File: config.mk
export PLATFORM = sky130hd
export DESIGN_NAME = bsw_top
export DESIGN_NICKNAME = d
export VERILOG_FILES = /design/src/pkg/bsw_pkg.sv /design/src/rtl/bsw_io_window.sv /design/src/rtl/bsw_tenure.sv /design/src/rtl/bsw_top.sv
export SDC_FILE = /design/constraint.sdc
export NUM_CORES = 1
export LEC_CHECK = 0
export BUFFER_PORTS_ARGS = -buffer_cell sky130_fd_sc_hd__buf_2
export CAP_MARGIN = 20
export CORE_MARGIN = 4
export CORE_UTILIZATION = 41
export CTS_CLUSTER_SIZE = 28
export DETAILED_ROUTE_END_ITERATION = 7
export PLACE_DENSITY = 0.75
export SLEW_MARGIN = 10
export SYNTH_ARGS = -nofsm -noshare
export SYNTH_HDL_FRONTEND = slang
export SYNTH_SLANG_ARGS = --single-unit
export TNS_END_PERCENT = 100
File: constraint.sdc
create_clock -name CLK_SYS_I -period 3.1 [get_ports CLK_SYS_I]
set_input_delay 0 -clock CLK_SYS_I [delete_from_list [all_inputs] [get_ports CLK_SYS_I]]
set_output_delay 0 -clock CLK_SYS_I [all_outputs]
set_load 0.1 [all_outputs]
File: src/pkg/bsw_pkg.sv
package bsw_pkg;
  // ==========================================================
  // register offsets (byte offsets within config space)
  localparam logic [7:0] OFF_LAT_TIMER  = 8'h1B;
  localparam logic [7:0] OFF_IO_BASE    = 8'h1C;
  localparam logic [7:0] OFF_IO_LIMIT   = 8'h1D;
  localparam logic [7:0] OFF_SEC_STATUS = 8'h1E;
  localparam logic [7:0] OFF_IRQ_MASK   = 8'h40;
  localparam logic [7:0] OFF_IO_ADDR    = 8'h44;

  // ==========================================================
  // reset values
  localparam logic [7:0]  RST_LAT_TIMER  = 8'h00;
  localparam logic [7:0]  RST_IO_BASE    = 8'hF0;
  localparam logic [7:0]  RST_IO_LIMIT   = 8'h00;
  localparam logic [15:0] RST_SEC_STATUS = 16'h02A0;

  // ==========================================================
  // field positions
  localparam int LAT_LSB        = 3;
  localparam int LAT_W          = 5;
  localparam int IOF_LSB        = 4;
  localparam int IOF_W          = 4;
  localparam int ST_PARITY      = 15;
  localparam int ST_SYSERR      = 14;
  localparam int ST_MABORT      = 13;
  localparam int ST_TABORT_RX   = 12;
  localparam int ST_TABORT_TX   = 11;
  localparam int ST_SEL_LSB     = 9;
  localparam int ST_MPAR        = 8;
  localparam int ST_B2B         = 7;
  localparam int ST_HS          = 5;
  localparam logic [1:0]  SEL_TIMING_MED = 2'h1;
  localparam logic [15:0] W1C_MASK       = 16'hB000;
  localparam logic [11:0] IO_LOW_ONES    = 12'hFFF;
  localparam logic [11:0] IO_LOW_ZERO    = 12'h000;

  typedef struct packed {
    logic parity;
    logic mabort;
    logic tabort;
  } bsw_evt_t;

  typedef enum logic [1:0] {
    TEN_IDLE   = 2'b00,
    TEN_OWN    = 2'b01,
    TEN_EXPIRE = 2'b11
  } bsw_ten_t;
endpackage

File: src/rtl/bsw_io_window.sv
`timescale 1ns/1ps
module bsw_io_window (
  input  wire logic [bsw_pkg::IOF_W-1:0] base_i,
  input  wire logic [bsw_pkg::IOF_W-1:0] limit_i,
  input  wire logic [15:0]               addr_i,
  output logic                           hit_o
);
  import bsw_pkg::*;
  logic [15:0] lo;
  logic [15:0] hi;
  assign lo    = {base_i, IO_LOW_ZERO};  // [RULE3]
  assign hi    = {limit_i, IO_LOW_ONES}; // [RULE4]
  assign hit_o = (addr_i >= lo) && (addr_i <= hi); // [RULE2]
endmodule

File: src/rtl/bsw_tenure.sv
`timescale 1ns/1ps
module bsw_tenure #(
  parameter int W = bsw_pkg::LAT_W
) (
  input  wire logic         CLK_SYS_I,
  input  wire logic         RESET_N_I,
  input  wire logic [W-1:0] limit_i,
  input  wire logic         own_i,
  input  wire logic         gnt_i,
  output logic              release_o,
  output logic              expired_o
);
  import bsw_pkg::*;
  // ==========================================================
  // master tenure counter
  // timer counts in units of 8 clocks, like the classic field
  logic [W+2:0] cnt_q;
  bsw_ten_t     st_q;

  always_ff @(posedge CLK_SYS_I or negedge RESET_N_I) begin
    if (!RESET_N_I) begin
      st_q  <= TEN_IDLE;
      cnt_q <= '0;
    end else begin
      unique case (st_q)
        TEN_IDLE: begin
          cnt_q <= {limit_i, 3'h0};
          if (own_i && limit_i != '0) begin // [RULE16]
            st_q <= TEN_OWN;
          end
        end
        TEN_OWN: begin
          if (!own_i) begin
            st_q <= TEN_IDLE;
          end else if (cnt_q <= {{(W+2){1'b0}}, 1'b1}) begin
            st_q <= TEN_EXPIRE;
          end else begin
            cnt_q <= cnt_q - 1'b1; // [RULE16]
          end
        end
        TEN_EXPIRE: begin
          if (!own_i) begin
            st_q <= TEN_IDLE;
          end
        end
      endcase
    end
  end

  assign expired_o = (st_q == TEN_EXPIRE);
  // timer zero holds the tenure in TEN_IDLE, so no release until it is written nonzero; zeroing it mid-tenure leaves the loaded count running
  assign release_o = expired_o && !gnt_i && own_i; // [RULE16] [RULE1]
endmodule

File: src/rtl/bsw_top.sv
// Functional notes
// [RULE1] latency field bits 7:3, zero disables
// [RULE2] forward I/O only inside base..limit
// [RULE3] base gives A15:12, low bits zero
// [RULE4] limit gives A15:12, low bits ones
// [RULE5] parity error sets status bit 15
// [RULE6] master abort sets status bit 13
// [RULE7] received target abort sets bit 12
// [RULE8] error flags clear on writing one
// [RULE9] bit 14 always reads zero
// [RULE10] bit 11 always reads zero
// [RULE11] bits 10:9 always read 01b
// [RULE12] bit 8 always reads zero
// [RULE13] bit 7 reads one, fast back-to-back
// [RULE14] bit 5 reads one, 66 MHz
// [RULE15] reserved read zero; write zero keeps flag
// [RULE16] expired timer plus lost grant releases bus
//
// Implementation choice: register access over Wishbone.
`timescale 1ns/1ps
module bsw_top (
  input  wire logic          CLK_SYS_I,
  input  wire logic          RESET_N_I,
  input  wire logic          WB_CYC_I,
  input  wire logic          WB_STB_I,
  input  wire logic          WB_WE_I,
  input  wire logic [7:0]    WB_ADR_I,
  input  wire logic [3:0]    WB_SEL_I,
  input  wire logic [31:0]   WB_DAT_I,
  output logic      [31:0]   WB_DAT_O,
  output logic               WB_ACK_O,
  input  wire logic [15:0]   IO_ADDR_I,
  input  wire logic          IO_REQ_I,
  output logic               IO_FWD_O,
  input  wire bsw_pkg::bsw_evt_t EVT_I,
  input  wire logic          MST_OWN_I,
  input  wire logic          MST_GNT_I,
  output logic               MST_RELEASE_O,
  output logic               IRQ_O
);
  import bsw_pkg::*;

  // ==========================================================
  // registers
  logic [LAT_W-1:0] lat_q;
  logic [IOF_W-1:0] base_q;
  logic [IOF_W-1:0] limit_q;
  bsw_evt_t         flag_q;
  bsw_evt_t         mask_q;
  logic             ack_q;
  logic [31:0]      rdat_q;
  logic [15:0]      last_io_q;
  logic             fwd_q;
  logic             hit;
  logic             expired;

  function automatic logic [15:0] status_word(bsw_evt_t f);
    logic [15:0] s;
    s = 16'h0000;                            // [RULE15]
    s[ST_PARITY]    = f.parity;
    s[ST_SYSERR]    = 1'b0;                  // [RULE9]
    s[ST_MABORT]    = f.mabort;
    s[ST_TABORT_RX] = f.tabort;
    s[ST_TABORT_TX] = 1'b0;                  // [RULE10]
    s[ST_SEL_LSB +: 2] = SEL_TIMING_MED;     // [RULE11]
    s[ST_MPAR]      = 1'b0;                  // [RULE12]
    s[ST_B2B]       = 1'b1;                  // [RULE13]
    s[ST_HS]        = 1'b1;                  // [RULE14]
    return s;
  endfunction

  function automatic bsw_evt_t pack_evt(logic [15:0] w);
    bsw_evt_t e;
    e.parity = w[ST_PARITY];
    e.mabort = w[ST_MABORT];
    e.tabort = w[ST_TABORT_RX];
    return e;
  endfunction

  // ==========================================================
  // wishbone decode
  // config offsets are byte addresses; word = adr[7:2], lanes picked by WB_SEL_I (adr[1:0] unused)
  logic        req;
  logic        wr;
  logic [5:0]  word;
  logic [31:0] wmask;
  assign req  = WB_CYC_I && WB_STB_I && !ack_q;
  assign wr   = req && WB_WE_I;
  assign word = WB_ADR_I[7:2];
  always_comb begin
    wmask = 32'h0000_0000;
    for (int i = 0; i < 4; i++) begin
      wmask[i*8 +: 8] = {8{WB_SEL_I[i]}};
    end
  end

  logic [31:0] wd;
  assign wd = WB_DAT_I & wmask;

  // ack one cycle after the strobe; released next cycle
  always_ff @(posedge CLK_SYS_I or negedge RESET_N_I) begin
    if (!RESET_N_I) begin
      ack_q <= 1'b0;
    end else begin
      ack_q <= req;
    end
  end

  // ==========================================================
  // writable fields, reserved bits not stored
  always_ff @(posedge CLK_SYS_I or negedge RESET_N_I) begin
    if (!RESET_N_I) begin
      lat_q   <= RST_LAT_TIMER[LAT_LSB +: LAT_W];
      base_q  <= RST_IO_BASE[IOF_LSB +: IOF_W];
      limit_q <= RST_IO_LIMIT[IOF_LSB +: IOF_W];
      mask_q  <= '0;
    end else if (wr) begin
      if (word == OFF_LAT_TIMER[7:2] && WB_SEL_I[3]) begin
        lat_q <= WB_DAT_I[24 + LAT_LSB +: LAT_W]; // [RULE1]
      end
      if (word == OFF_IO_BASE[7:2] && WB_SEL_I[0]) begin
        base_q <= WB_DAT_I[IOF_LSB +: IOF_W]; // [RULE3]
      end
      if (word == OFF_IO_BASE[7:2] && WB_SEL_I[1]) begin
        limit_q <= WB_DAT_I[8 + IOF_LSB +: IOF_W]; // [RULE4]
      end
      // mask sits in the upper half, lanes 3 and 2, like the status flags
      if (word == OFF_IRQ_MASK[7:2] && WB_SEL_I[3] && WB_SEL_I[2]) begin
        mask_q <= pack_evt(WB_DAT_I[31:16]);
      end
    end
  end

  // ==========================================================
  // sticky error flags: set wins over a same-cycle clear
  logic     st_wr;
  bsw_evt_t clr;
  assign st_wr = wr && word == OFF_IO_BASE[7:2];
  assign clr   = st_wr ? pack_evt(wd[31:16] & W1C_MASK) : '0; // [RULE15]

  always_ff @(posedge CLK_SYS_I or negedge RESET_N_I) begin
    if (!RESET_N_I) begin
      flag_q <= pack_evt(RST_SEC_STATUS);
    end else begin
      flag_q.parity <= EVT_I.parity | (flag_q.parity & ~clr.parity); // [RULE5] [RULE8]
      flag_q.mabort <= EVT_I.mabort | (flag_q.mabort & ~clr.mabort); // [RULE6] [RULE8]
      flag_q.tabort <= EVT_I.tabort | (flag_q.tabort & ~clr.tabort); // [RULE7] [RULE8]
    end
  end

  assign IRQ_O = |(flag_q & mask_q);

  // ==========================================================
  // read data
  always_ff @(posedge CLK_SYS_I or negedge RESET_N_I) begin
    if (!RESET_N_I) begin
      rdat_q <= 32'h0000_0000;
    end else if (req && !WB_WE_I) begin
      unique case (word)
        OFF_IO_BASE[7:2]: begin
          rdat_q <= {status_word(flag_q),
                     limit_q, 4'h0, base_q, 4'h0}; // [RULE15]
        end
        OFF_LAT_TIMER[7:2]: begin
          rdat_q <= {lat_q, 3'h0, 24'h000000};
        end
        OFF_IRQ_MASK[7:2]: begin
          rdat_q <= {status_word(mask_q) & W1C_MASK, 16'h0000};
        end
        OFF_IO_ADDR[7:2]: begin
          rdat_q <= {15'h0000, fwd_q, last_io_q};
        end
        default: begin
          rdat_q <= 32'h0000_0000;
        end
      endcase
    end
  end

  assign WB_DAT_O = rdat_q;
  assign WB_ACK_O = ack_q;

  // ==========================================================
  // I/O forwarding decision
  bsw_io_window u_win (
    .base_i  (base_q),
    .limit_i (limit_q),
    .addr_i  (IO_ADDR_I),
    .hit_o   (hit)
  );

  // base above limit gives an empty window: nothing forwards
  assign IO_FWD_O = IO_REQ_I && hit; // [RULE2]

  always_ff @(posedge CLK_SYS_I or negedge RESET_N_I) begin
    if (!RESET_N_I) begin
      last_io_q <= 16'h0000;
      fwd_q     <= 1'b0;
    end else if (IO_REQ_I) begin
      last_io_q <= IO_ADDR_I;
      fwd_q     <= hit;
    end
  end

  // ==========================================================
  // secondary master tenure
  bsw_tenure #(.W(LAT_W)) u_ten (
    .CLK_SYS_I (CLK_SYS_I),
    .RESET_N_I (RESET_N_I),
    .limit_i   (lat_q),
    .own_i     (MST_OWN_I),
    .gnt_i     (MST_GNT_I),
    .release_o (MST_RELEASE_O),
    .expired_o (expired)
  );

  logic unused_expired;
  assign unused_expired = expired;
endmodule

==> metrics, run 1 <==
status=finished, final reports clean; first-pass GRT wire length=14,500 um; ANT cells=0; critical path launch point type=flop; Congestion Overflow GR=0; Post-CTS Setup Inserts=0; MaxCap Viol Count=0; min-delay worst type=in -> reg; Setup Crit Path Kind=reg -> out; CTS H-tree lvls=3; Slew headroom=37.3%; r2r setup slk=0.92 ns; residual DRC count=0; Worst VDD drop=0.206 mV; hold depth=3; crit-path max FO=3; Overall Global Routing Usage=18.6%; Initial Utilization=43.2%; total negative setup slack=0 ns; Final Core Density=56.0%; number of global-route vias before repair=2,894; share of cells above drive strength 1=34.1%; Final Hold Vio Count=0; FP Rows=32; Avg Inst Size Synth=11.1 sq um; HPWL after DPL=6100 um; port bufs=78; CP arrival=2.41 ns; nets=501; Min Clock Period, post-route=2.41 ns; drt pass-1 iters=5; RR Startpoint=WB_ACK_O$_DFF_PN0_; cts bufs inserted=9; RSZ-0062 raised after global routing=no; RePlAce Congestion=0.827; num ports=107; largest net degree at the start of global routing=28; EDFF count, synth=0; cell count of the worst reg-to-reg path=5; CP startpoint=base_q[3]$_DFFE_PN1P_; Routed Antenna Nets=0; Die ar.=0.00983 sq mm; synth cell count leaders=dfrtp_1 (66), mux2_2 (32), nand2_1 (32); Power per Cell Area=505 mW/mm^2; cts repair resizes=0; root buffer cell=clkbuf_8; Worst EP required=3.10 ns; Synth Warn #=0; Leak=2.09 nW; worst reg2reg endpoint=flag_q[2]$_DFF_PN0_; core region area=0.00789 sq mm; Avg WL per Cell=16.5 um; Hold Buf Count CTS=37; cell taking the most area after synthesis=dfrtp_1; worst skew pair latency=0.35 ns; via count=2,775; Async SR Flop Fraction=100%; register area share after synthesis=51.6%; die width=99.1 um; CTS sink cnt=70; initial DRC count=165; count of cell types in the netlist=52; drt total wl=8680 um; HP Start=WB_SEL_I[1]; Post-Syn Instances=307; DR vias/cell=5.27; Die Height=99.1 um; CTS tree=yes; share of the synthesized area in the top cell type=48.5%; Fmax=414 MHz; largest cells by area after synthesis=dfrtp_1 (49%), mux2_2 (11%), ha_1 (3.7%); Post-Synthesis Cell Area=0.00340 sq mm; Endpoint, Worst Hold=limit_q[3]$_DFFE_PN0P_; Synth Register Bits=70; # setup viols final=0; Max Slew Vio Count=0; initial antenna violation count=0; synth-to-layout area growth=29.7%; CTS clk-pin slew, worst paths=0.08 ns; largest buffer count on any clock path=2; Post-synth top flop=dfrtp_1; crit path capture type=output port; top-count cell post-synth=dfrtp_1; worst slew pin tran=0.940 ns; Layout Skew=0.00753 ns; Final Cycle Share=77.9%
-- metrics by stage --
| step | area [sq um] | hold slack (ns) | power [mW] | setup slack [ns] | cells |
|---|---|---|---|---|---|
| 3_5_place_dp | 3840 | -0.0387 | 1.44 | 1.09 | 474 |
| 5_1_grt | 4410 | 0.0335 | 2.33 | 0.619 | 527 |
| 3_3_place_gp | 3840 | -0.0416 | 1.43 | 1.16 | 474 |
| 2_1_floorplan | 3430 | -0.296 | 1.33 | 0.323 | 313 |
| 6_report | 4410 | 0.0238 | 2.23 | 0.687 | 527 |
| 4_1_cts | 4410 | 0.0169 | 2.24 | 0.696 | 527 |
-- power by group --
group          leakage, nW  total, mW  switching (mW)  internal, mW
Combinational         1.08      0.431           0.249         0.182
Clock                0.103      0.769           0.370         0.399
Sequential           0.906       1.03          0.0619         0.967
Total                 2.09       2.23           0.681          1.55
-- registers in the layout (all words and copies together), names as in the netlist --
register     cells
last_io_q       16
WB_DAT_O        23
u_ten.st_q       2
u_ten.cnt_q      8
base_q           4
flag_q           3
fwd_q            1
lat_q            5
limit_q          4
mask_q           3
WB_ACK_O         1
-- worst max-delay path, cell delays in order (launching register included) --
cell and delay (ns):
dfstp_2 0.55, inv_1 0.05, ha_1 0.32, nor4bb_1 0.31, nand4_1 0.13, nand3_1 0.11
and3_1 0.17, buf_2 0.43
-- worst max path at each step --
stage	slack [ns]	cells past startpoint	endpoint
6_report	0.69	7	IO_FWD_O
5_1_grt	0.62	7	IO_FWD_O
4_1_cts	0.70	7	IO_FWD_O
3_5_place_dp	1.09	7	IO_FWD_O
3_3_place_gp	1.16	7	IO_FWD_O
2_1_floorplan	0.32	3	MST_RELEASE_O
-- layout make-up --
type	count	area, sq um
Tap cell	102	128
Clock inverter	6	68.8
Inverter	17	63.8
Multi-Input combinational cell	205	1480
Fill cell	665	3470
Timing Repair Buffer	117	776
Clock buffer	10	138
Sequential cell	70	1760
-- placed cells by master (no fill, tap or decap), drive strengths merged, types with 5 or more instances in the layout --
master / count
buf: 80
dfrtp: 66
dlygate4sd3: 37
nand2: 32
mux2: 32
inv: 19
o21ai: 17
nor2: 12
ha: 10
clkbuf: 10
a22o: 9
a22oi: 9
nand4: 7
conb: 7
nor3: 7
a31oi: 6
nor4: 6
a21oi: 5
-- cell families (layout without fill, tap and decap cells) --
group,count (synthesis),after routing,synth area share (%)
buffers and inverters,38,150,5.48
adder cells (fa/ha/maj),10,10,3.68
AND/OR/NAND/NOR,87,87,14.2
AO/OA/AOI/OAI,66,66,13.5
multiplexers,35,35,11.5
other,1,7,0.110
flip-flops,70,70,51.6
-- routing by layer --
layer  GRT usage [%]  wire (um)  part of all wire, %
met5               0          0                    0
met2            28.5       3980                   46
met1            24.9       4010                   46
met3            3.65        489                  5.6
met4            9.87        197                  2.3
Power figures use the tool's default switching activity.
==> inputs of run 2 (changes only) <==
--- a/config.mk
+++ b/config.mk
@@ -5,13 +5,14 @@
 export SDC_FILE = /design/constraint.sdc
 export NUM_CORES = 1
 export LEC_CHECK = 0
+export ABC_AREA = 1
 export BUFFER_PORTS_ARGS = -buffer_cell sky130_fd_sc_hd__buf_2
 export CAP_MARGIN = 20
 export CORE_MARGIN = 4
 export CORE_UTILIZATION = 41
 export CTS_CLUSTER_SIZE = 28
 export DETAILED_ROUTE_END_ITERATION = 7
-export PLACE_DENSITY = 0.75
+export PLACE_DENSITY = 0.77
 export SLEW_MARGIN = 10
 export SYNTH_ARGS = -nofsm -noshare
 export SYNTH_HDL_FRONTEND = slang
==> constraint.sdc (replaced) <==
create_clock -name CLK_SYS_I -period 2.2 [get_ports CLK_SYS_I]
set_input_delay 0 -clock CLK_SYS_I [delete_from_list [all_inputs] [get_ports CLK_SYS_I]]
set_output_delay 0 -clock CLK_SYS_I [all_outputs]
set_load 0.1 [all_outputs]
==> run 2 against run 1 <==
  * Synthesized area increased by 8.7%
  * Global-route usage increased by 0.40 points
  * Critical endpoint unchanged
  * Highest routed layer unchanged
  * Total power increased by 59%
  * Largest power group unchanged
  * Die area increased by 8.0%
==> metrics, run 2 <==
number of global-route vias before repair=3,518 (+22%); Layout Skew=0.0127 ns (+0.00516 ns); share of the synthesized area in the top cell type=44.6% (-3.9 points); via count=3,414 (+23%); Avg Inst Size Synth=7.84 sq um (-29%); most frequent cells in the layout=nand2_1 (175), buf_2 (77), dfrtp_1 (66); worst reg2reg endpoint=mask_q[0]$_DFFE_PN0P_; Synth Register Bits=70 (unchanged); critical path launch point type=flop; Worst Setup Slack, final=0.136 ns (-0.550 ns); max reg flops=23 (unchanged); Die ar.=0.0106 sq mm (+8.0%); initial DRC count=93 (-44%); initial antenna violation count=0 (unchanged); CTS tree=yes; Net Sw Power=1.27 mW (+87%); residual DRC count=0 (unchanged); status=finished, final reports clean; largest net degree at the start of global routing=31 (+11%); worst skew pair latency=0.35 ns (about the same); Setup Crit Path Kind=reg -> out; num ports=107 (unchanged); Routed Antenna Nets=0 (unchanged); RePlAce Congestion=0.875 (+5.8%); Fmax=485 MHz; Async SR Flop Fraction=100% (unchanged); drt total wl=9450 um (+8.9%); Synth Warn #=0 (unchanged); FP Rows=34 (+6.3%); Slew headroom=54.3% (+17 points); Worst EP required=2.20 ns (-0.90 ns); port bufs=78 (unchanged); RSZ-0062 raised after global routing=no; cell count of the worst reg-to-reg path=7 (+2); register area share after synthesis=47.5% (-4.1 points); largest buffer count on any clock path=2 (unchanged); Final Cycle Share=93.8%; Post-Syn Instances=472 (+54%); min-delay worst type=in -> reg; Initial Utilization=42.2% (-0.94 points); first-pass GRT wire length=15,900 um (+9.9%); top-count cell post-synth=nand2_1; cts bufs inserted=9 (unchanged); HPWL after DPL=6840 um (+12%); commonest non-fill, non-tap cell in the layout=nand2_1; Comb pwr share=28.7% (+9.3 points); CP startpoint=base_q[3]$_DFFE_PN1P_; pre-CTS setup slack=0.433 ns (-0.655 ns); Critical Path End=IO_FWD_O; r2r setup slk=0.34 ns (-0.58 ns); synth cell count leaders=nand2_1 (175), dfrtp_1 (66), inv_1 (50); worst slew pin tran=0.686 ns (-0.254 ns); Max Slew Vio Count=0 (unchanged); Die Height=103 um (+3.9%); ANT cells=0 (unchanged); synth-to-layout area growth=31.7%; CTS clk-pin slew, worst paths=0.09 ns (about the same); Pint=2.26 mW (+46%); hold depth=5 (+2); CP arrival=2.06 ns (-0.35 ns); Post-synth top flop=dfrtp_1; total negative setup slack=0 ns (unchanged); share of cells above drive strength 1=22.1% (-12 points); # setup viols final=0 (unchanged); count of cell types in the netlist=32 (-38%); Sw Share=35.9% (+5.4 points); crit path capture type=output port; hold_ws=0.0721 ns (+0.0483 ns); sequential power share=42.7% (-3.4 points); Placed Cells=651 (+37%); Min Clock Period, post-route=2.06 ns; drt pass-1 iters=4 (-1); Worst VDD drop=0.382 mV (+85%); Power per Cell Area=726 mW/mm^2 (+44%); core region area=0.00876 sq mm (+11%); Finished Layout Cells=718 (+36%); MaxCap Viol Count=0 (unchanged); RR Startpoint=WB_ACK_O$_DFF_PN0_; Congestion Overflow GR=0 (unchanged); Avg WL per Cell=13.2 um (-20%); Post-Synthesis Cell Area=0.00370 sq mm (+8.7%); Overall Global Routing Usage=19.0% (+0.40 points); largest cells by area after synthesis=dfrtp_1 (45%), nand2_1 (18%), inv_1 (5.1%); EDFF count, synth=0 (unchanged); CTS H-tree lvls=3 (unchanged); nets=686 (+37%); Leak=2.60 nW (+24%); Clock power frac=28.6% (-5.9 points); cell taking the most area after synthesis=dfrtp_1; Final Hold Vio Count=0 (unchanged); CTS sink cnt=70 (unchanged); crit-path max FO=3 (unchanged); die width=103 um (+3.9%); root buffer cell=clkbuf_8; DR vias/cell=4.75 (-9.7%)
## run 2: cell count changes after synthesis, moves of 19 or more
| cell | previous run | this run |
|---|---|---|
| inv_1 | 17 | 50 |
| mux2_2 | 32 | 0 |
| nand2_1 | 32 | 175 |
| nor2_1 | 12 | 37 |
| o21ai_1 | 0 | 19 |
| nand3_1 | 1 | 24 |
## run 2: metal layers
layer	global-route usage, %	wire length (um)	vias to the layer above
met5	0	0	-
met1	22.9	3910	1604
li1	-	-	1726
met2	34.0	4980	71
met4	5.18	106	0
met3	4.13	447	13
## run 2: worst max-delay path, stage by stage, from the launching register on
cell	delay [ns]
dfstp_2	0.54
inv_1	0.05
ha_1	0.31
nand4_1	0.09
nor2_1	0.09
nand2_1	0.05
nand2_1	0.06
nand3_1	0.10
inv_1	0.09
clkbuf_4	0.32
## run 2: how the worst min path moves through the flow
stage           startpoint                        end
3_3_place_gp     RESET_N_I  u_ten.st_q[0]$_DFFE_PN0P_
5_1_grt        WB_SEL_I[3]       lat_q[0]$_DFFE_PN0P_
3_5_place_dp     RESET_N_I  u_ten.st_q[1]$_DFFE_PN0P_
2_1_floorplan    RESET_N_I         WB_ACK_O$_DFF_PN0_
4_1_cts           IO_REQ_I  last_io_q[14]$_DFFE_PN0P_
6_report       WB_SEL_I[3]       lat_q[0]$_DFFE_PN0P_
## run 2: cell families (layout without fill, tap and decap cells)
family,Yosys count,in the layout,synth area share [%]
other,1,7,0.101
XOR/XNOR,1,1,0.237
AO/OA/AOI/OAI,52,52,8.18
AND/OR/NAND/NOR,269,269,32.4
buffers and inverters,69,201,8.18
adder cells (fa/ha/maj),10,10,3.38
flip-flops,70,70,47.5
## run 2: final cells by class
| type | instances | area [sq um] |
|---|---|---|
| fill | 784 | 3890 |
| sequential | 70 | 1760 |
| multi-input combinational | 339 | 1660 |
| timing repair buffer | 132 | 926 |
| inverter | 53 | 201 |
| tap | 108 | 135 |
| clock buffer | 10 | 128 |
| clock inverter | 6 | 62.6 |
## run 2: timing repair
item | 4_1_cts | 5_1_grt
setup buffers | 0 | 0
endpoints found under the hold margin | 62 | 0
setup endpoints to repair | 0 | 1
hold buffers | 51 | 0
gates resized for setup | 0 | 1
## run 2: power groups by stage
stage / Sequential [mW] / Clock (mW) / Combinational [mW]
after floorplan: 1.55 / 0 / 0.687
after global placement: 1.52 / 0 / 0.905
after global routing: 1.53 / 1.09 / 1.16
after detailed placement: 1.53 / 0 / 0.955
after CTS: 1.51 / 1.03 / 1.02
final: 1.51 / 1.01 / 1.01
## run 2: through the flow
step,power (mW),utilization (%),instance area (sq um)
final,3.54,55.6,4870
after global routing,3.78,55.6,4870
after CTS,3.56,55.6,4870
after detailed placement,2.49,47.6,4170
after global placement,2.43,47.6,4170
after floorplan,2.24,-,3720
